`src/tab_pkg.sv`:
```
// Purpose: Shared constants for the tag block protocol handler
// Assumes: Byte-wide frame stream with start and end markers
// Notes: Block codes follow the protocol control byte layout
package tab_pkg;
  localparam logic [7:0] CLA_STD = 8'h00;
  localparam logic [7:0] CLA_PROP = 8'ha2;
  localparam logic [7:0] INS_SELECT = 8'ha4;
  localparam logic [7:0] INS_READ = 8'hb0;
  localparam logic [7:0] INS_UPDATE = 8'hd6;
  localparam logic [7:0] INS_VERIFY = 8'h20;
  localparam logic [7:0] INS_CHG_REF = 8'h24;
  localparam logic [7:0] INS_EN_VER = 8'h28;
  localparam logic [7:0] INS_DIS_VER = 8'h26;
  localparam logic [7:0] SW1_OK = 8'h90;
  localparam logic [7:0] SW2_OK = 8'h00;
  localparam logic [15:0] CRC_INIT = 16'h6363;
  localparam logic [15:0] CRC_POLY_REF = 16'h8408;
  localparam logic [15:0] CRC_RESIDUE = 16'h0000;
  localparam logic [7:0] I_MASK = 8'hf6;
  localparam logic [7:0] I_VAL = 8'h02;
  localparam logic [7:0] R_MASK = 8'he6;
  localparam logic [7:0] R_VAL = 8'ha2;
  localparam logic [7:0] S_MASK = 8'hc7;
  localparam logic [7:0] S_VAL = 8'hc2;
  localparam int PCB_BN = 0;
  localparam int PCB_DID = 3;
  localparam int PCB_ACK = 4;
  localparam int PCB_WTX = 4;
  localparam logic [7:0] MAX_PAYLOAD = 8'hfb;
  localparam logic [7:0] HDR_LEN = 8'h05;
  localparam logic [3:0] CMD_NONE = 4'h0;
  localparam logic [3:0] CMD_SELECT = 4'h1;
  localparam logic [3:0] CMD_READ = 4'h2;
  localparam logic [3:0] CMD_UPDATE = 4'h3;
  localparam logic [3:0] CMD_VERIFY = 4'h4;
  localparam logic [3:0] CMD_CHG_REF = 4'h5;
  localparam logic [3:0] CMD_EN_VER = 4'h6;
  localparam logic [3:0] CMD_DIS_VER = 4'h7;
  localparam logic [3:0] CMD_PERM_LOCK = 4'h8;
  localparam logic [3:0] CMD_EXT_READ = 4'h9;
  localparam logic [3:0] CMD_UNKNOWN = 4'hf;
  localparam logic [1:0] BLK_I = 2'h0;
  localparam logic [1:0] BLK_R = 2'h1;
  localparam logic [1:0] BLK_S = 2'h2;
  localparam logic [1:0] BLK_BAD = 2'h3;
endpackage : tab_pkg

```
`src/tab_proto.sv`:
```
// Purpose: Block protocol handler and command decoder for a contactless tag
// Assumes: Received bytes arrive framed, CRC bytes included, from a same-clock decoder
// Notes: Response bytes leave through a two-entry buffer, last byte flagged
`timescale 1ns/100ps
`default_nettype none
// How it works
// - Answer only after a received command
// - Classify blocks as I, R or S
// - Class 0x00 standard, 0xA2 proprietary
// - Standard 0xA4 decodes as select
// - Standard 0xD6 decodes as update
// - Standard 0x20 decodes as verify
// - Standard 0x24 decodes as change password
// - Standard 0x28 enables password protection
// - Standard 0x26 disables password protection
// - Proprietary 0x28 decodes as permanent lock
// - PCB, optional DID, 1-251 payload, CRC
// - I-block PCB fixed bits checked
// - Tag block number starts at 1
// - Toggle block number on received I-block
// - Non-compliant numbering ignored, no response
// - ACK with differing number toggles
// - NAK never changes block number
// - Payload is CLA INS P1 P2 Lc data Le
// - Commands in, responses out
// - CRC reflected 13239, init 0x6363, uninverted
// - Success response ends 0x90 0x00
module tab_proto (
  // Clock and reset
  input wire logic clk_i,
  input wire logic arst_n_i,
  // Activation, restarts the block numbering
  input wire logic activate_i,
  // Received frame bytes
  input wire logic rx_valid_i,
  input wire logic [7:0] rx_data_i,
  input wire logic rx_sof_i,
  input wire logic rx_eof_i,
  // Decoded command
  output logic cmd_valid_o,
  output logic [3:0] cmd_code_o,
  output logic [7:0] cmd_p1_o,
  output logic [7:0] cmd_p2_o,
  output logic [7:0] cmd_lc_o,
  output logic [7:0] cmd_le_o,
  output logic deselect_o,
  output logic block_num_o,
  // Response payload bytes, CRC appended downstream
  output logic tx_valid_o,
  input wire logic tx_ready_i,
  output logic [7:0] tx_data_o,
  output logic tx_last_o
);
  import tab_pkg::*;

  typedef enum {ST_IDLE, ST_PCB, ST_ACK, ST_SW1, ST_SW2} tab_tx_e;

  logic [15:0] crc;
  logic [15:0] next_crc;
  logic [7:0] pos;
  logic [7:0] next_pos;
  logic [7:0] pcb;
  logic [7:0] next_pcb;
  logic [7:0] cla;
  logic [7:0] next_cla;
  logic [7:0] ins;
  logic [7:0] next_ins;
  logic [7:0] p1;
  logic [7:0] next_p1;
  logic [7:0] p2;
  logic [7:0] next_p2;
  logic [7:0] lc;
  logic [7:0] next_lc;
  logic [7:0] le;
  logic [7:0] next_le;
  logic in_frame;
  logic next_in_frame;
  logic bn;
  logic next_bn;
  logic cmd_valid;
  logic next_cmd_valid;
  logic [3:0] cmd_code;
  logic [3:0] next_cmd_code;
  logic desel;
  logic next_desel;
  tab_tx_e tx_st;
  tab_tx_e next_tx_st;
  logic [7:0] hdr_len;
  logic [7:0] pay_len;
  logic [1:0] blk;
  logic crc_ok;
  logic push;
  logic [8:0] push_data;
  logic buf_ready;
  logic buf_valid;
  logic [8:0] buf_data;

  function automatic logic [15:0] crc_byte(input logic [15:0] c, input logic [7:0] d);
    logic [15:0] r;
    r = c ^ {8'h00, d};
    for (int i = 0; i < 8; i++) begin
      r = r[0] ? ((r >> 1) ^ CRC_POLY_REF) : (r >> 1);
    end
    return r;
  endfunction : crc_byte
  function automatic logic [3:0] decode(input logic [7:0] c, input logic [7:0] n);
    logic [3:0] k;
    k = CMD_UNKNOWN;
    if (c == CLA_STD) begin
      case (n)
        INS_SELECT: k = CMD_SELECT;
        INS_READ: k = CMD_READ;
        INS_UPDATE: k = CMD_UPDATE;
        INS_VERIFY: k = CMD_VERIFY;
        INS_CHG_REF: k = CMD_CHG_REF;
        INS_EN_VER: k = CMD_EN_VER;
        INS_DIS_VER: k = CMD_DIS_VER;
        default: k = CMD_UNKNOWN;
      endcase
    end else if (c == CLA_PROP) begin
      case (n)
        INS_EN_VER: k = CMD_PERM_LOCK;
        INS_READ: k = CMD_EXT_READ;
        default: k = CMD_UNKNOWN;
      endcase
    end
    return k;
  endfunction : decode
  always_comb begin
    if ((pcb & I_MASK) == I_VAL) begin
      blk = BLK_I;
    end else if ((pcb & R_MASK) == R_VAL) begin
      blk = BLK_R;
    end else if ((pcb & S_MASK) == S_VAL) begin
      blk = BLK_S;
    end else begin
      blk = BLK_BAD;
    end
  end
  // Receive path
  always_comb begin
    hdr_len = pcb[PCB_DID] ? 8'h02 : 8'h01;
    pay_len = pos - hdr_len - 8'h02;
    crc_ok = (crc == CRC_RESIDUE);
    next_crc = crc;
    next_pos = pos;
    next_pcb = pcb;
    next_cla = cla;
    next_ins = ins;
    next_p1 = p1;
    next_p2 = p2;
    next_lc = lc;
    next_le = le;
    next_in_frame = in_frame;
    next_bn = bn;
    next_cmd_valid = 1'b0;
    next_cmd_code = cmd_code;
    next_desel = 1'b0;
    if (rx_valid_i) begin
      if (rx_sof_i) begin
        next_crc = crc_byte(CRC_INIT, rx_data_i);
        next_pcb = rx_data_i;
        next_pos = 8'h01;
        next_in_frame = 1'b1;
      end else if (in_frame) begin
        next_crc = crc_byte(crc, rx_data_i);
        if (pos != 8'hff) begin
          next_pos = pos + 8'h01;
        end
        case (pos - hdr_len)
          8'h00: next_cla = rx_data_i;
          8'h01: next_ins = rx_data_i;
          8'h02: next_p1 = rx_data_i;
          8'h03: next_p2 = rx_data_i;
          8'h04: next_lc = rx_data_i;
          default: next_lc = lc;
        endcase
        // Le follows the Lc data bytes
        if ((pos - hdr_len) == (HDR_LEN + lc)) begin
          next_le = rx_data_i;
        end
      end
    end
    if (in_frame && !rx_valid_i && rx_eof_i) begin
      next_in_frame = 1'b0;
      // drop bad CRC or bad PCB
      if (crc_ok && pos > hdr_len + 8'h02 && tx_st == ST_IDLE) begin
        if (blk == BLK_I && pay_len >= 8'h01 && pay_len <= MAX_PAYLOAD && pcb[PCB_BN] != bn) begin
          next_bn = ~bn;
          next_cmd_valid = 1'b1;
          next_cmd_code = (pay_len >= HDR_LEN) ? decode(cla, ins) : CMD_UNKNOWN;
        end
      end else if (crc_ok && pos == hdr_len + 8'h02 && tx_st == ST_IDLE) begin
        if (blk == BLK_R && !pcb[PCB_ACK] && pcb[PCB_BN] != bn) begin
          next_bn = ~bn;
        end
        if (blk == BLK_S && !pcb[PCB_WTX]) begin
          next_desel = 1'b1;
        end
      end
    end
    // number starts at 1 on activation
    if (activate_i) begin
      next_bn = 1'b1;
      next_in_frame = 1'b0;
    end
  end

  always_ff @(posedge clk_i or negedge arst_n_i) begin
    if (!arst_n_i) begin
      crc <= CRC_INIT;
      pos <= 8'h00;
      pcb <= 8'h00;
      cla <= 8'h00;
      ins <= 8'h00;
      p1 <= 8'h00;
      p2 <= 8'h00;
      lc <= 8'h00;
      le <= 8'h00;
      in_frame <= 1'b0;
      bn <= 1'b1;
      cmd_valid <= 1'b0;
      cmd_code <= CMD_NONE;
      desel <= 1'b0;
    end else begin
      crc <= next_crc;
      pos <= next_pos;
      pcb <= next_pcb;
      cla <= next_cla;
      ins <= next_ins;
      p1 <= next_p1;
      p2 <= next_p2;
      lc <= next_lc;
      le <= next_le;
      in_frame <= next_in_frame;
      bn <= next_bn;
      cmd_valid <= next_cmd_valid;
      cmd_code <= next_cmd_code;
      desel <= next_desel;
    end
  end

  // Response path
  always_comb begin
    next_tx_st = tx_st;
    push = 1'b0;
    push_data = 9'h000;
    case (tx_st)
      ST_IDLE: begin
        // respond only to a taken command
        if (cmd_valid) begin
          next_tx_st = ST_PCB;
        end
      end
      ST_PCB: begin
        push = 1'b1;
        push_data = {1'b0, I_VAL | {7'h00, bn}};
        if (buf_ready) begin
          next_tx_st = ST_SW1;
        end
      end
      ST_SW1: begin
        push = 1'b1;
        push_data = {1'b0, SW1_OK};
        if (buf_ready) begin
          next_tx_st = ST_SW2;
        end
      end
      ST_SW2: begin
        push = 1'b1;
        push_data = {1'b1, SW2_OK};
        if (buf_ready) begin
          next_tx_st = ST_IDLE;
        end
      end
      default: next_tx_st = ST_IDLE;
    endcase
    if (activate_i) begin
      next_tx_st = ST_IDLE;
    end
  end

  always_ff @(posedge clk_i or negedge arst_n_i) begin
    if (!arst_n_i) begin
      tx_st <= ST_IDLE;
    end else begin
      tx_st <= next_tx_st;
    end
  end

  tab_buf2 u_buf (
    .clk_i(clk_i),
    .arst_n_i(arst_n_i),
    .in_valid_i(push),
    .in_ready_o(buf_ready),
    .in_data_i(push_data),
    .out_valid_o(buf_valid),
    .out_ready_i(tx_ready_i),
    .out_data_o(buf_data)
  );

  assign cmd_valid_o = cmd_valid;
  assign cmd_code_o = cmd_code;
  assign cmd_p1_o = p1;
  assign cmd_p2_o = p2;
  assign cmd_lc_o = lc;
  assign cmd_le_o = le;
  assign deselect_o = desel;
  assign block_num_o = bn;
  assign tx_valid_o = buf_valid;
  assign tx_data_o = buf_data[7:0];
  assign tx_last_o = buf_data[8];
endmodule : tab_proto
`default_nettype wire

```
`src/tab_buf2.sv`:
```
// Purpose: Two-entry valid/ready buffer for outgoing bytes
// Assumes: Single clock, asynchronous active-low reset
// Notes: Full at two entries, ready low while full
`timescale 1ns/100ps
`default_nettype none
module tab_buf2 (
  // Clock and reset
  input wire logic clk_i,
  input wire logic arst_n_i,
  // Fill side
  input wire logic in_valid_i,
  output logic in_ready_o,
  input wire logic [8:0] in_data_i,
  // Drain side
  output logic out_valid_o,
  input wire logic out_ready_i,
  output logic [8:0] out_data_o
);
  logic [8:0] head;
  logic [8:0] next_head;
  logic [8:0] spare;
  logic [8:0] next_spare;
  logic head_valid;
  logic next_head_valid;
  logic spare_valid;
  logic next_spare_valid;
  logic push;
  logic pop;

  always_comb begin
    push = in_valid_i && !spare_valid;
    pop = head_valid && out_ready_i;
    next_head = head;
    next_spare = spare;
    next_head_valid = head_valid;
    next_spare_valid = spare_valid;
    // Spare moves up behind a taken byte
    if (pop) begin
      next_head = spare;
      next_head_valid = spare_valid;
      next_spare_valid = 1'b0;
    end
    // Front slot filled first, order kept
    if (push) begin
      if (!next_head_valid) begin
        next_head = in_data_i;
        next_head_valid = 1'b1;
      end else begin
        next_spare = in_data_i;
        next_spare_valid = 1'b1;
      end
    end
  end

  always_ff @(posedge clk_i or negedge arst_n_i) begin
    if (!arst_n_i) begin
      head <= 9'h000;
      spare <= 9'h000;
      head_valid <= 1'b0;
      spare_valid <= 1'b0;
    end else begin
      head <= next_head;
      spare <= next_spare;
      head_valid <= next_head_valid;
      spare_valid <= next_spare_valid;
    end
  end

  // Drain side straight from flops
  assign in_ready_o = !spare_valid;
  assign out_valid_o = head_valid;
  assign out_data_o = head;
endmodule : tab_buf2
`default_nettype wire

```
`config.mk`:
```
export PLATFORM = sky130hd
export DESIGN_NAME = tab_proto
export DESIGN_NICKNAME = d
export VERILOG_FILES = /design/src/tab_pkg.sv /design/src/tab_proto.sv /design/src/tab_buf2.sv
export SDC_FILE = /design/constraint.sdc
export NUM_CORES = 1
export LEC_CHECK = 0
export BUFFER_PORTS_ARGS = -buffer_cell sky130_fd_sc_hd__buf_2
export CELL_PAD_IN_SITES_DETAIL_PLACEMENT = 1
export CELL_PAD_IN_SITES_GLOBAL_PLACEMENT = 1
export CORE_MARGIN = 2
export CORE_UTILIZATION = 50
export CTS_BUF_LIST = sky130_fd_sc_hd__clkbuf_16
export DETAILED_ROUTE_END_ITERATION = 6
export PLACE_DENSITY = 0.93
export REMOVE_ABC_BUFFERS = 1
export SYNTH_ARGS = -nofsm -noshare
export SYNTH_HDL_FRONTEND = slang
export SYNTH_SLANG_ARGS = --single-unit
```
`constraint.sdc`:
```
create_clock -name clk_i -period 10.68 [get_ports clk_i]
set_clock_uncertainty 0.05 [all_clocks]
set_input_delay 0.534 -clock clk_i [delete_from_list [all_inputs] [get_ports clk_i]]
set_output_delay 0.534 -clock clk_i [all_outputs]
set_load 0.01 [all_outputs]
```
==> Word level (Yosys, flattened, before mapping) <==
Index checks and enable logic that the tools add are counted.
{ "op_classes": {"add_sub_neg": 5, "multipliers": 0, "div_mod_pow": 0, "magnitude_cmp": 4, "eq_ne": 29, "n_shift": 0, "n_mux": 63, "bitwise": 20, "reduce_logical": 45} }
{ "op_table": {"columns": ["operator", "count"], "rows": [
  ["2-to-1 mux 16 bit", 18],
  ["2-to-1 mux 32 bit", 5],
  ["one-hot mux 32 bit (4 select lines)", 1],
  ["logical NOT 32 bit", 2],
  ["inverter 2 -> 3 bit", 15],
  ["equality test 32 x 1 -> 1 bit (second input constant)", 1],
  ["equality test 32 x 2 -> 1 bit (second input constant)", 1],
  ["equality test 32 x 3 -> 1 bit (second input constant)", 1],
  ["equality test 8 x 6 -> 1 bit (second input constant)", 4],
  ["equality test 8 bit (second input constant)", 4],
  ["AND reduction 4 bit", 8],
  ["one-hot mux 4 bit (7 select lines)", 1],
  ["2-to-1 mux 9 bit", 3],
  ["one-hot mux 9 bit (3 select lines)", 1],
  ["2-to-1 mux 1 bit", 24],
  ["2-to-1 mux 8 bit", 3],
  ["equality test 8 x 2 -> 1 bit (second input constant)", 2],
  ["logical NOT 16 bit", 1],
  ["logical NOT 8 bit", 2],
  ["bitwise XOR 16 x 8 -> 16 bit", 1],
  ["logical AND 1 bit", 14],
  ["inequality test 3 bit (second input constant)", 4],
  ["nonzero test 3 bit", 4],
  ["equality test 5 bit (second input constant)", 2],
  ["32 further kinds", 44]
]} }
{ "word_totals": {"regBits": 140, "latchBits": 0, "ram_bits": 0, "mem_bits_ro": 0, "inputBits": 15, "out_inout_bits": 49, "mem_count": 0} }

==> Longest topological paths before layout <==
Gate-level depths: netlist of the first run.
{ "logic_depth": {"depth_word": 19, "depth_mapped": 16, "depth_no_buf": 15} }

==> Hierarchy <==
A second synthesis of the first run with hierarchy kept.
{ "unflattened": {"hier_cells": 581, "hier_area_um2": 6073.3} }
{ "modules_own_cells": {"columns": ["mod", "instances", "cells_per_inst", "area_each_um2"], "rows": [
  ["tab_proto", 1, 524, 5205.0],
  ["tab_buf2", 1, 57, 868.3]
]} }

==> Worst setup path before layout of the first run <==
OpenSTA, ideal clock, no wires.
{ "synth_timing": {"kind": "register to register", "start": "register pcb[3]", "end": "register cmd_code[0], in the netlist cmd_code_o[0]", "t_arrival_ns": 3.462, "required_time_ns": 10.502, "setup_slack_ns": 7.041, "stages_incl_launch_ff": 13, "path_buffers": 1, "cell_sequence": "dfrtp_1 -> inv_1 -> ha_1 -> inv_1 -> fa_1 -> or3_1 -> buf_2 -> or3_4 -> xnor2_2 -> a2111o_1 -> a221oi_4 -> a311o_1 -> mux2_1"} }
{ "synth_between": {"elab_chain_len": 8, "word_cells_on_any_way": 15} }
{ "synth_rtl": {"columns": ["item", "line", "text"], "rows": [
  ["start, declared", "tab_proto.sv:62", "logic [7:0] pcb;"],
  ["start signal, assigned", "tab_proto.sv:228", "pcb <= next_pcb;"],
  ["2-to-1 mux 2 bit *", "tab_proto.sv:142", "hdr_len = pcb[PCB_DID] ? 8'h02 : 8'h01;"],
  ["subtractor 8 x 2 -> 8 bit (2 in series)", "tab_proto.sv:143", "pay_len = pos - hdr_len - 8'h02;"],
  ["greater-or-equal comparator 8 x 1 -> 1 bit", "tab_proto.sv:188", "if (blk == BLK_I && pay_len >= 8'h01 && pay_len <= MAX_PAYLOAD && pcb[PCB_BN] != bn) begin"],
  ["logical AND 1 bit (3 in series)", "tab_proto.sv:188", null],
  ["AND reduction 3 bit (no line)", null, null],
  ["end signal, assigned", "tab_proto.sv:238", "cmd_code <= next_cmd_code;"],
  ["end, declared", "tab_proto.sv:82", "logic [3:0] cmd_code;"]
]} }
Every way passes the cells marked *; elsewhere a longest branch is shown, timed or not.
A chain may end at the register's enable or synchronous reset.

==> Worst setup path in the final report of the first run <==
{ "layout_timing": {"start": "register pcb[3]", "end": "register ins[2]"} }
{ "layout_between": {"elab_chain_len": 4} }
{ "layout_rtl": {"columns": ["item", "line", "text"], "rows": [
  ["2-to-1 mux 2 bit", "tab_proto.sv:142", null],
  ["subtractor 8 x 2 -> 8 bit", "tab_proto.sv:170", "case (pos - hdr_len)"],
  ["equality test 8 x 1 -> 1 bit", "tab_proto.sv:170", null],
  ["AND reduction 4 bit (no line)", null, null],
  ["end signal, assigned", "tab_proto.sv:230", "ins <= next_ins;"],
  ["end, declared", "tab_proto.sv:66", "logic [7:0] ins;"]
]} }
Every way passes these cells.

==> impl_metrics.toml, run 1 <==
[critical_path]
critPathTopFamily = "simple AND/OR/NAND/NOR gates"
cpPeakStageDelay_ns = 0.60
crit_buf_inv = 2
arrival_ns = 4.53
crit_top_cell = "inv_1"
cp_max_fo = 9
critical_path_class = "register to register"
path_cells = "inv_1 -> ha_1 -> inv_1 -> fa_1 -> or3_1 -> xor2_1 -> nand3_1 -> nor4_1 -> nand2_1 -> nor3b_2 -> mux2_1"
crit_path_start_kind = "register"
crit_path_top_delay_cell = "nor3b_2"
required_ns = 10.87
end_kind = "register"
r2r_slack_ns = 6.34

[routing]
vias_per_cell = 6.07
wl_um = 16800
dr_total_vias = 4723
wl_per_cell_um = 21.5
drt_pre_antenna_iters = 5
route.detailed.drc = 0
drt_iter0_markers = 212
ant_nets = 0

[cts]
cts_htree_levels = 3
cts-hold-fix-buffers = 0
clock-sinks = 106
clockBufferDepth = 2
post-cts-setup-buffers = 0
cts_root_buf = "clkbuf_16"
worstSkewPairLatency_ns = 0.36
cts_buffers = 9
clk_pin_slew_worst_paths_ns = 0.07
cts_tree = "done"
cts_resized = 0

[grt]
grt_use_total_pct = 27.3
grt_pass1_wl_um = 27000
use_met3_pct = 4.27
top_usage_layer = "met2"
grtUsageMet1_pct = 33.2
grt_pass1_vias = 5040
grt_use_met2_pct = 48.6
antenna_found_initial = 0
grt_overflow = 0
grt_max_degree = 67

[timing]
rsz0062_at_grt = "no"
finalHoldViolCount = 0
worstMarginPinSlew_ns = 0.827
finalCritPeriodShare_pct = 40.6
setup_viol = 0
max_slew_margin_pct = 44.9
fmax_mhz = 230
slew_violations = 0
tns_ns = 0
fin_crit_ns = 4.34

[synthesis]
ys_warn_count = 0
synth_top_area_cell = "dfrtp_1"
synth_top_area_share_pct = 41.3
synthTopCellsByArea = "dfrtp_1, xnor2_1, xor2_1, mux2_2, nand2_1"
syn_avg_cell_area_um2 = 10.1
ys_ff_latch = 106
synth.distinct_cells = 72
async_flop_share_pct = 100
ys.flop_type = "dfrtp_1"
synth_edf_count = 0
ys_seq_area_share_pct = 45.3
syn_area_mm2 = 0.00588
syn_inst = 580

[cells_and_area]
area_growth_pct = 11.5
antennaDiodeCount = 0
final_nets = 653
mostFrequentLayoutCells = "dfrtp_1, nand2_1, buf_2"
drive_above_1_share_pct = 21.3
layout_commonest_cell = "dfrtp_1"

[pwr]
p_leak_nw = 3.18
ir_worst_vdd_v = 0.000119
p_per_area_mw_per_mm2 = 194
power_mw = 1.27

[die]
core_mm2 = 0.0115
fp.dieArea_mm2 = 0.0126
io_pins = 64
dieHeight_um = 112
die_x_um = 112
start_util_pct = 51.2
rows = 39

[worst_hold_path]
hp-class = "input pin to async pin"

[place]
globalplace.congestion = 0.888
port_buffers = 63
dpl.hpwl_um = 11600

[run]
max_cap_violations = 0

[status]
status = "finished, final reports clean"
-- sequential cells by signal, indices dropped and copies added (netlist names), 3 cells and up --
name and cells:
u_buf.spare 4, cla 8, pos 8, cmd_code_o 4, cmd_le_o 8, ins 8
cmd_p1_o 8, cmd_p2_o 8, u_buf.out_data_o 9, crc 16, tx_st 3, pcb 8
cmd_lc_o 8
-- metal layers --
metal	wire, um	part of all wire, %
met4	454	2.7
met3	800	4.8
met1	6850	41
met2	8660	52
met5	0	0
-- layout make-up --
| class | count | area, um^2 |
|---|---|---|
| clock buffer | 9 | 225 |
| clock inverter | 7 | 40.0 |
| fill | 1267 | 4920 |
| inverter | 16 | 60.1 |
| multi-input combinational | 432 | 3050 |
| sequential | 106 | 2660 |
| tap | 143 | 179 |
| timing repair buffer | 65 | 333 |
-- power breakdown --
part	total [mW]	switching (mW)	leakage, nW	internal [mW]
sequential	0.544	0.0757	1.39	0.469
clock	0.313	0.156	0.136	0.156
combinational	0.415	0.241	1.66	0.174
total	1.27	0.473	3.18	0.799
-- kinds of logic after synthesis --
family,synth area share (%)
DFF,45.3
adders and majority gates,1.96
AOI/OAI and AO/OA,10.4
buffers and inverters,2.79
and+or+nand+nor,18.1
muxes,11.2
xor gates and xnor gates,10.3
-- final timing paths --
check / startpoint / to / cells after the start
max: pcb[3] / ins[2] / 11
max reg2reg: pcb[3] / ins[2] / 11
min reg2reg: cmd_p1_o[3] / cmd_p1_o[3] / 1
min: arst_n_i / u_buf.out_data_o[1] / 1
min in group clk_i: activate_i / tx_st[1] / 2
max in group asynchronous: arst_n_i / pcb[1] / 2
-- synthesized netlist by cell type, drive strengths merged, types with 8 or more instances --
cell,n
nor4,10
mux2,53
or3,8
a21oi,23
nor2,44
nand4,8
nand2,64
o21ai,38
nor3,14
nand3,16
nor2b,8
dfstp,9
dfrtp,97
xor2,31
xnor2,35
inv,15
clkbuf,21
-- stage by stage --
stage | setup slack (ns) | instances | area, um^2 | hold WS (ns) | utilization (%)
3_5_place_dp | 6.42 | 762 | 6280 | 0.421 | 54.8
4_1_cts | 6.37 | 778 | 6550 | 0.145 | 57.1
6_report | 6.34 | 778 | 6550 | 0.104 | 57.1
5_1_grt | 5.92 | 778 | 6550 | 0.147 | 57.1
3_3_place_gp | 6.78 | 762 | 6280 | 0.403 | 54.8
2_1_floorplan | 7.07 | 554 | 5770 | 0.188 | -
No activity file was read; power rests on OpenSTA's default activity.
==> run 2: changes to the inputs <==
ABC_AREA = 1   (was default)
CORE_UTILIZATION = 40   (was 50)
PLACE_DENSITY = 0.84   (was 0.93)
clock period = 3.82 ns   (was 10.68 ns; I/O delays follow)
==> run 2 against run 1 <==
  * Highest routed layer unchanged
  * Critical path depth grew 1
  * Synthesized area shrank 0.77%
  * Power grew to 3.3 times the previous value
==> impl_metrics.toml, run 2 <==
[critical_path]
path_cells = "inv_1 -> ha_1 -> inv_1 -> fa_1 -> inv_1 -> nand2_1 -> nand2_1 -> nand2_2 -> nor4_4 -> nand4_4 -> a21oi_1 -> inv_1"
endpoint = "cmd_p2_o[4]"
end_kind = "register"
arrival_ns = 3.29
cp_max_fo = 16
crit_path_start_kind = "register"
worstReg2RegStart = "pcb[3]"
cp_num_cells = 12
crit_path_start = "pcb[3]"
crit_top_cell = "inv_1"
worstReg2RegEnd = "cmd_p2_o[4]"
r2r_slack_ns = 0.72
critPathTopFamily = "simple AND/OR/NAND/NOR gates"
worst_r2r_path_depth = 12
required_ns = 4.01
crit_path_top_delay_cell = "nor4_4"
crit_buf_inv = 4
critical_path_class = "register to register"
cpPeakStageDelay_ns = 0.58

[timing]
setup_viol = 0
worstMarginPinSlew_ns = 0.973
finalHoldViolCount = 0
tns_ns = 0
max_slew_margin_pct = 34.5
finalCritPeriodShare_pct = 81.0
fmax_mhz = 323
rsz0062_at_grt = "no"
slew_violations = 0
layout_setup_ws_ns = 0.724
fin_crit_ns = 3.10

[synthesis]
yosysMostFrequentCell = "nand2_1"
synth_common_cells = "nand2_1, inv_1, dfrtp_1"
synthTopCellsByArea = "dfrtp_1, nand2_1, inv_1, nor2_1, o21ai_0"
ys_seq_area_share_pct = 45.7
syn_inst = 733
synth.distinct_cells = 43
syn_area_mm2 = 0.00583
ys_warn_count = 0
synth_edf_count = 0
synth_top_area_share_pct = 41.6
syn_avg_cell_area_um2 = 7.95
synth_top_area_cell = "dfrtp_1"
async_flop_share_pct = 100
ys.flop_type = "dfrtp_1"
ys_ff_latch = 106

[die]
die_x_um = 125
start_util_pct = 40.6
fp.dieArea_mm2 = 0.0156
core_mm2 = 0.0144
rows = 44
io_pins = 64
dieHeight_um = 125

[worst_hold_path]
hp-class = "input pin to register"

[cells_and_area]
layout_commonest_cell = "nand2_1"
final_nets = 822
largest_register_ffs = 16
mostFrequentLayoutCells = "nand2_1, inv_1, dfrtp_1"
drive_above_1_share_pct = 13.2
seq_area_mm2 = 0.00266
area_growth_pct = 13.6
multi_input_area_mm2 = 0.00270
top_register = "crc"
antennaDiodeCount = 0
fillCellCount = 1798

[grt]
antenna_found_initial = 0
grt_overflow = 0
grt_pass1_wl_um = 26600
grt_max_degree = 74
grt_use_total_pct = 21.1
grt_pass1_vias = 5350

[cts]
clk_pin_slew_worst_paths_ns = 0.07
worstSkewPairLatency_ns = 0.36
cts_resized = 0
clock-sinks = 106
cts_tree = "done"
cts_root_buf = "clkbuf_16"
clockBufferDepth = 2
cts_buffers = 9
cts_htree_levels = 3

[place]
dpl.hpwl_um = 11400
globalplace.congestion = 0.829
port_buffers = 63
dp_slack_ns = 0.712

[routing]
drt_iter0_markers = 161
ant_nets = 0
drt_pre_antenna_iters = 7
vias_per_cell = 5.19
dr_total_vias = 5126
wl_um = 15600
wl_per_cell_um = 15.8
route.detailed.drc = 0

[pwr]
p_per_area_mw_per_mm2 = 640
p_leak_nw = 3.44
ir_worst_vdd_v = 0.000293

[status]
status = "finished, final reports clean"

[run]
max_cap_violations = 0
-- run 2: cell count changes after synthesis, sizes merged, moves of 6 or more --
| cell | previous run | this run |
|---|---|---|
| nand2 | 64 | 164 |
| inv | 15 | 100 |
| mux2 | 53 | 0 |
| nor2 | 44 | 87 |
| o21ai | 38 | 73 |
| nand3 | 16 | 47 |
| xnor2 | 35 | 16 |
| clkbuf | 21 | 5 |
| a21oi | 23 | 36 |
| nor2b | 8 | 0 |
| or3 | 8 | 0 |
| xor2 | 31 | 23 |
| and2 | 6 | 0 |
| nand4 | 8 | 14 |
-- run 2: cell type report --
cell class / instances / share of cell area, %
clock buffers: 9 / 3.40
clock inverters: 7 / 1.02
inverters: 100 / 5.67
multi-input cells: 514 / 40.8
flip-flops and latches: 106 / 40.2
well taps: 184 / 3.48
repair buffers: 68 / 5.40
-- run 2: worst min-delay path by stage --
stage | startpoint | end | slack (ns) | depth (start not counted)
3_3_place_gp | arst_n_i | pos[3] | 0.36 | 1
2_1_floorplan | arst_n_i | cla[0] | -0.15 | 0
6_report | activate_i | tx_st[1] | 0.08 | 2
3_5_place_dp | arst_n_i | pos[3] | 0.36 | 1
4_1_cts | activate_i | tx_st[1] | 0.06 | 2
5_1_grt | activate_i | tx_st[0] | 0.09 | 2
-- run 2: metrics by stage --
stage                     cells  power [mW]  hold WS (ns)  util, %  cell area [um^2]
after floorplan             720        2.82        -0.155        -              5740
after global placement      971        3.25         0.360     44.0              6320
after detailed placement    971        3.31         0.358     44.0              6320
after CTS                   988        4.27        0.0595     46.1              6620
after global routing        988        4.61        0.0887     46.1              6620
final                       988        4.24        0.0770     46.1              6620
-- run 2: repair_timing --
| action | 4_1_cts | 5_1_grt |
|---|---|---|
| hold endpoints to repair | 62 | 0 |
| hold buffers | 1 | 0 |
| buffers inserted | 0 | 0 |
-- run 2: per-layer routing --
| layer | track usage (%) | part of all wire [%] | vias to the layer above |
|---|---|---|---|
| met5 | 0 | 0 | - |
| met4 | 7.07 | 1.7 | 0 |
| met3 | 3.95 | 3.8 | 17 |
| met2 | 35.1 | 47 | 89 |
| met1 | 27.8 | 47 | 2511 |
| li1 | - | - | 2509 |
-- run 2: power by group --
| part | switching [mW] | internal (mW) | leakage (nW) |
|---|---|---|---|
| Combinational | 1.15 | 0.621 | 1.89 |
| Clock | 0.426 | 0.508 | 0.147 |
| Sequential | 0.188 | 1.34 | 1.40 |
| Total | 1.76 | 2.47 | 3.44 |
-- run 2: logic make-up after synthesis --
family	Yosys count	synth area share, %
AOI/OAI and AO/OA	129	11.9
and+or+nand+nor	335	26.1
DFF	106	45.7
muxes	3	0.515
adders and majority gates	8	1.97
buffers and inverters	113	7.98
xor gates and xnor gates	39	5.86
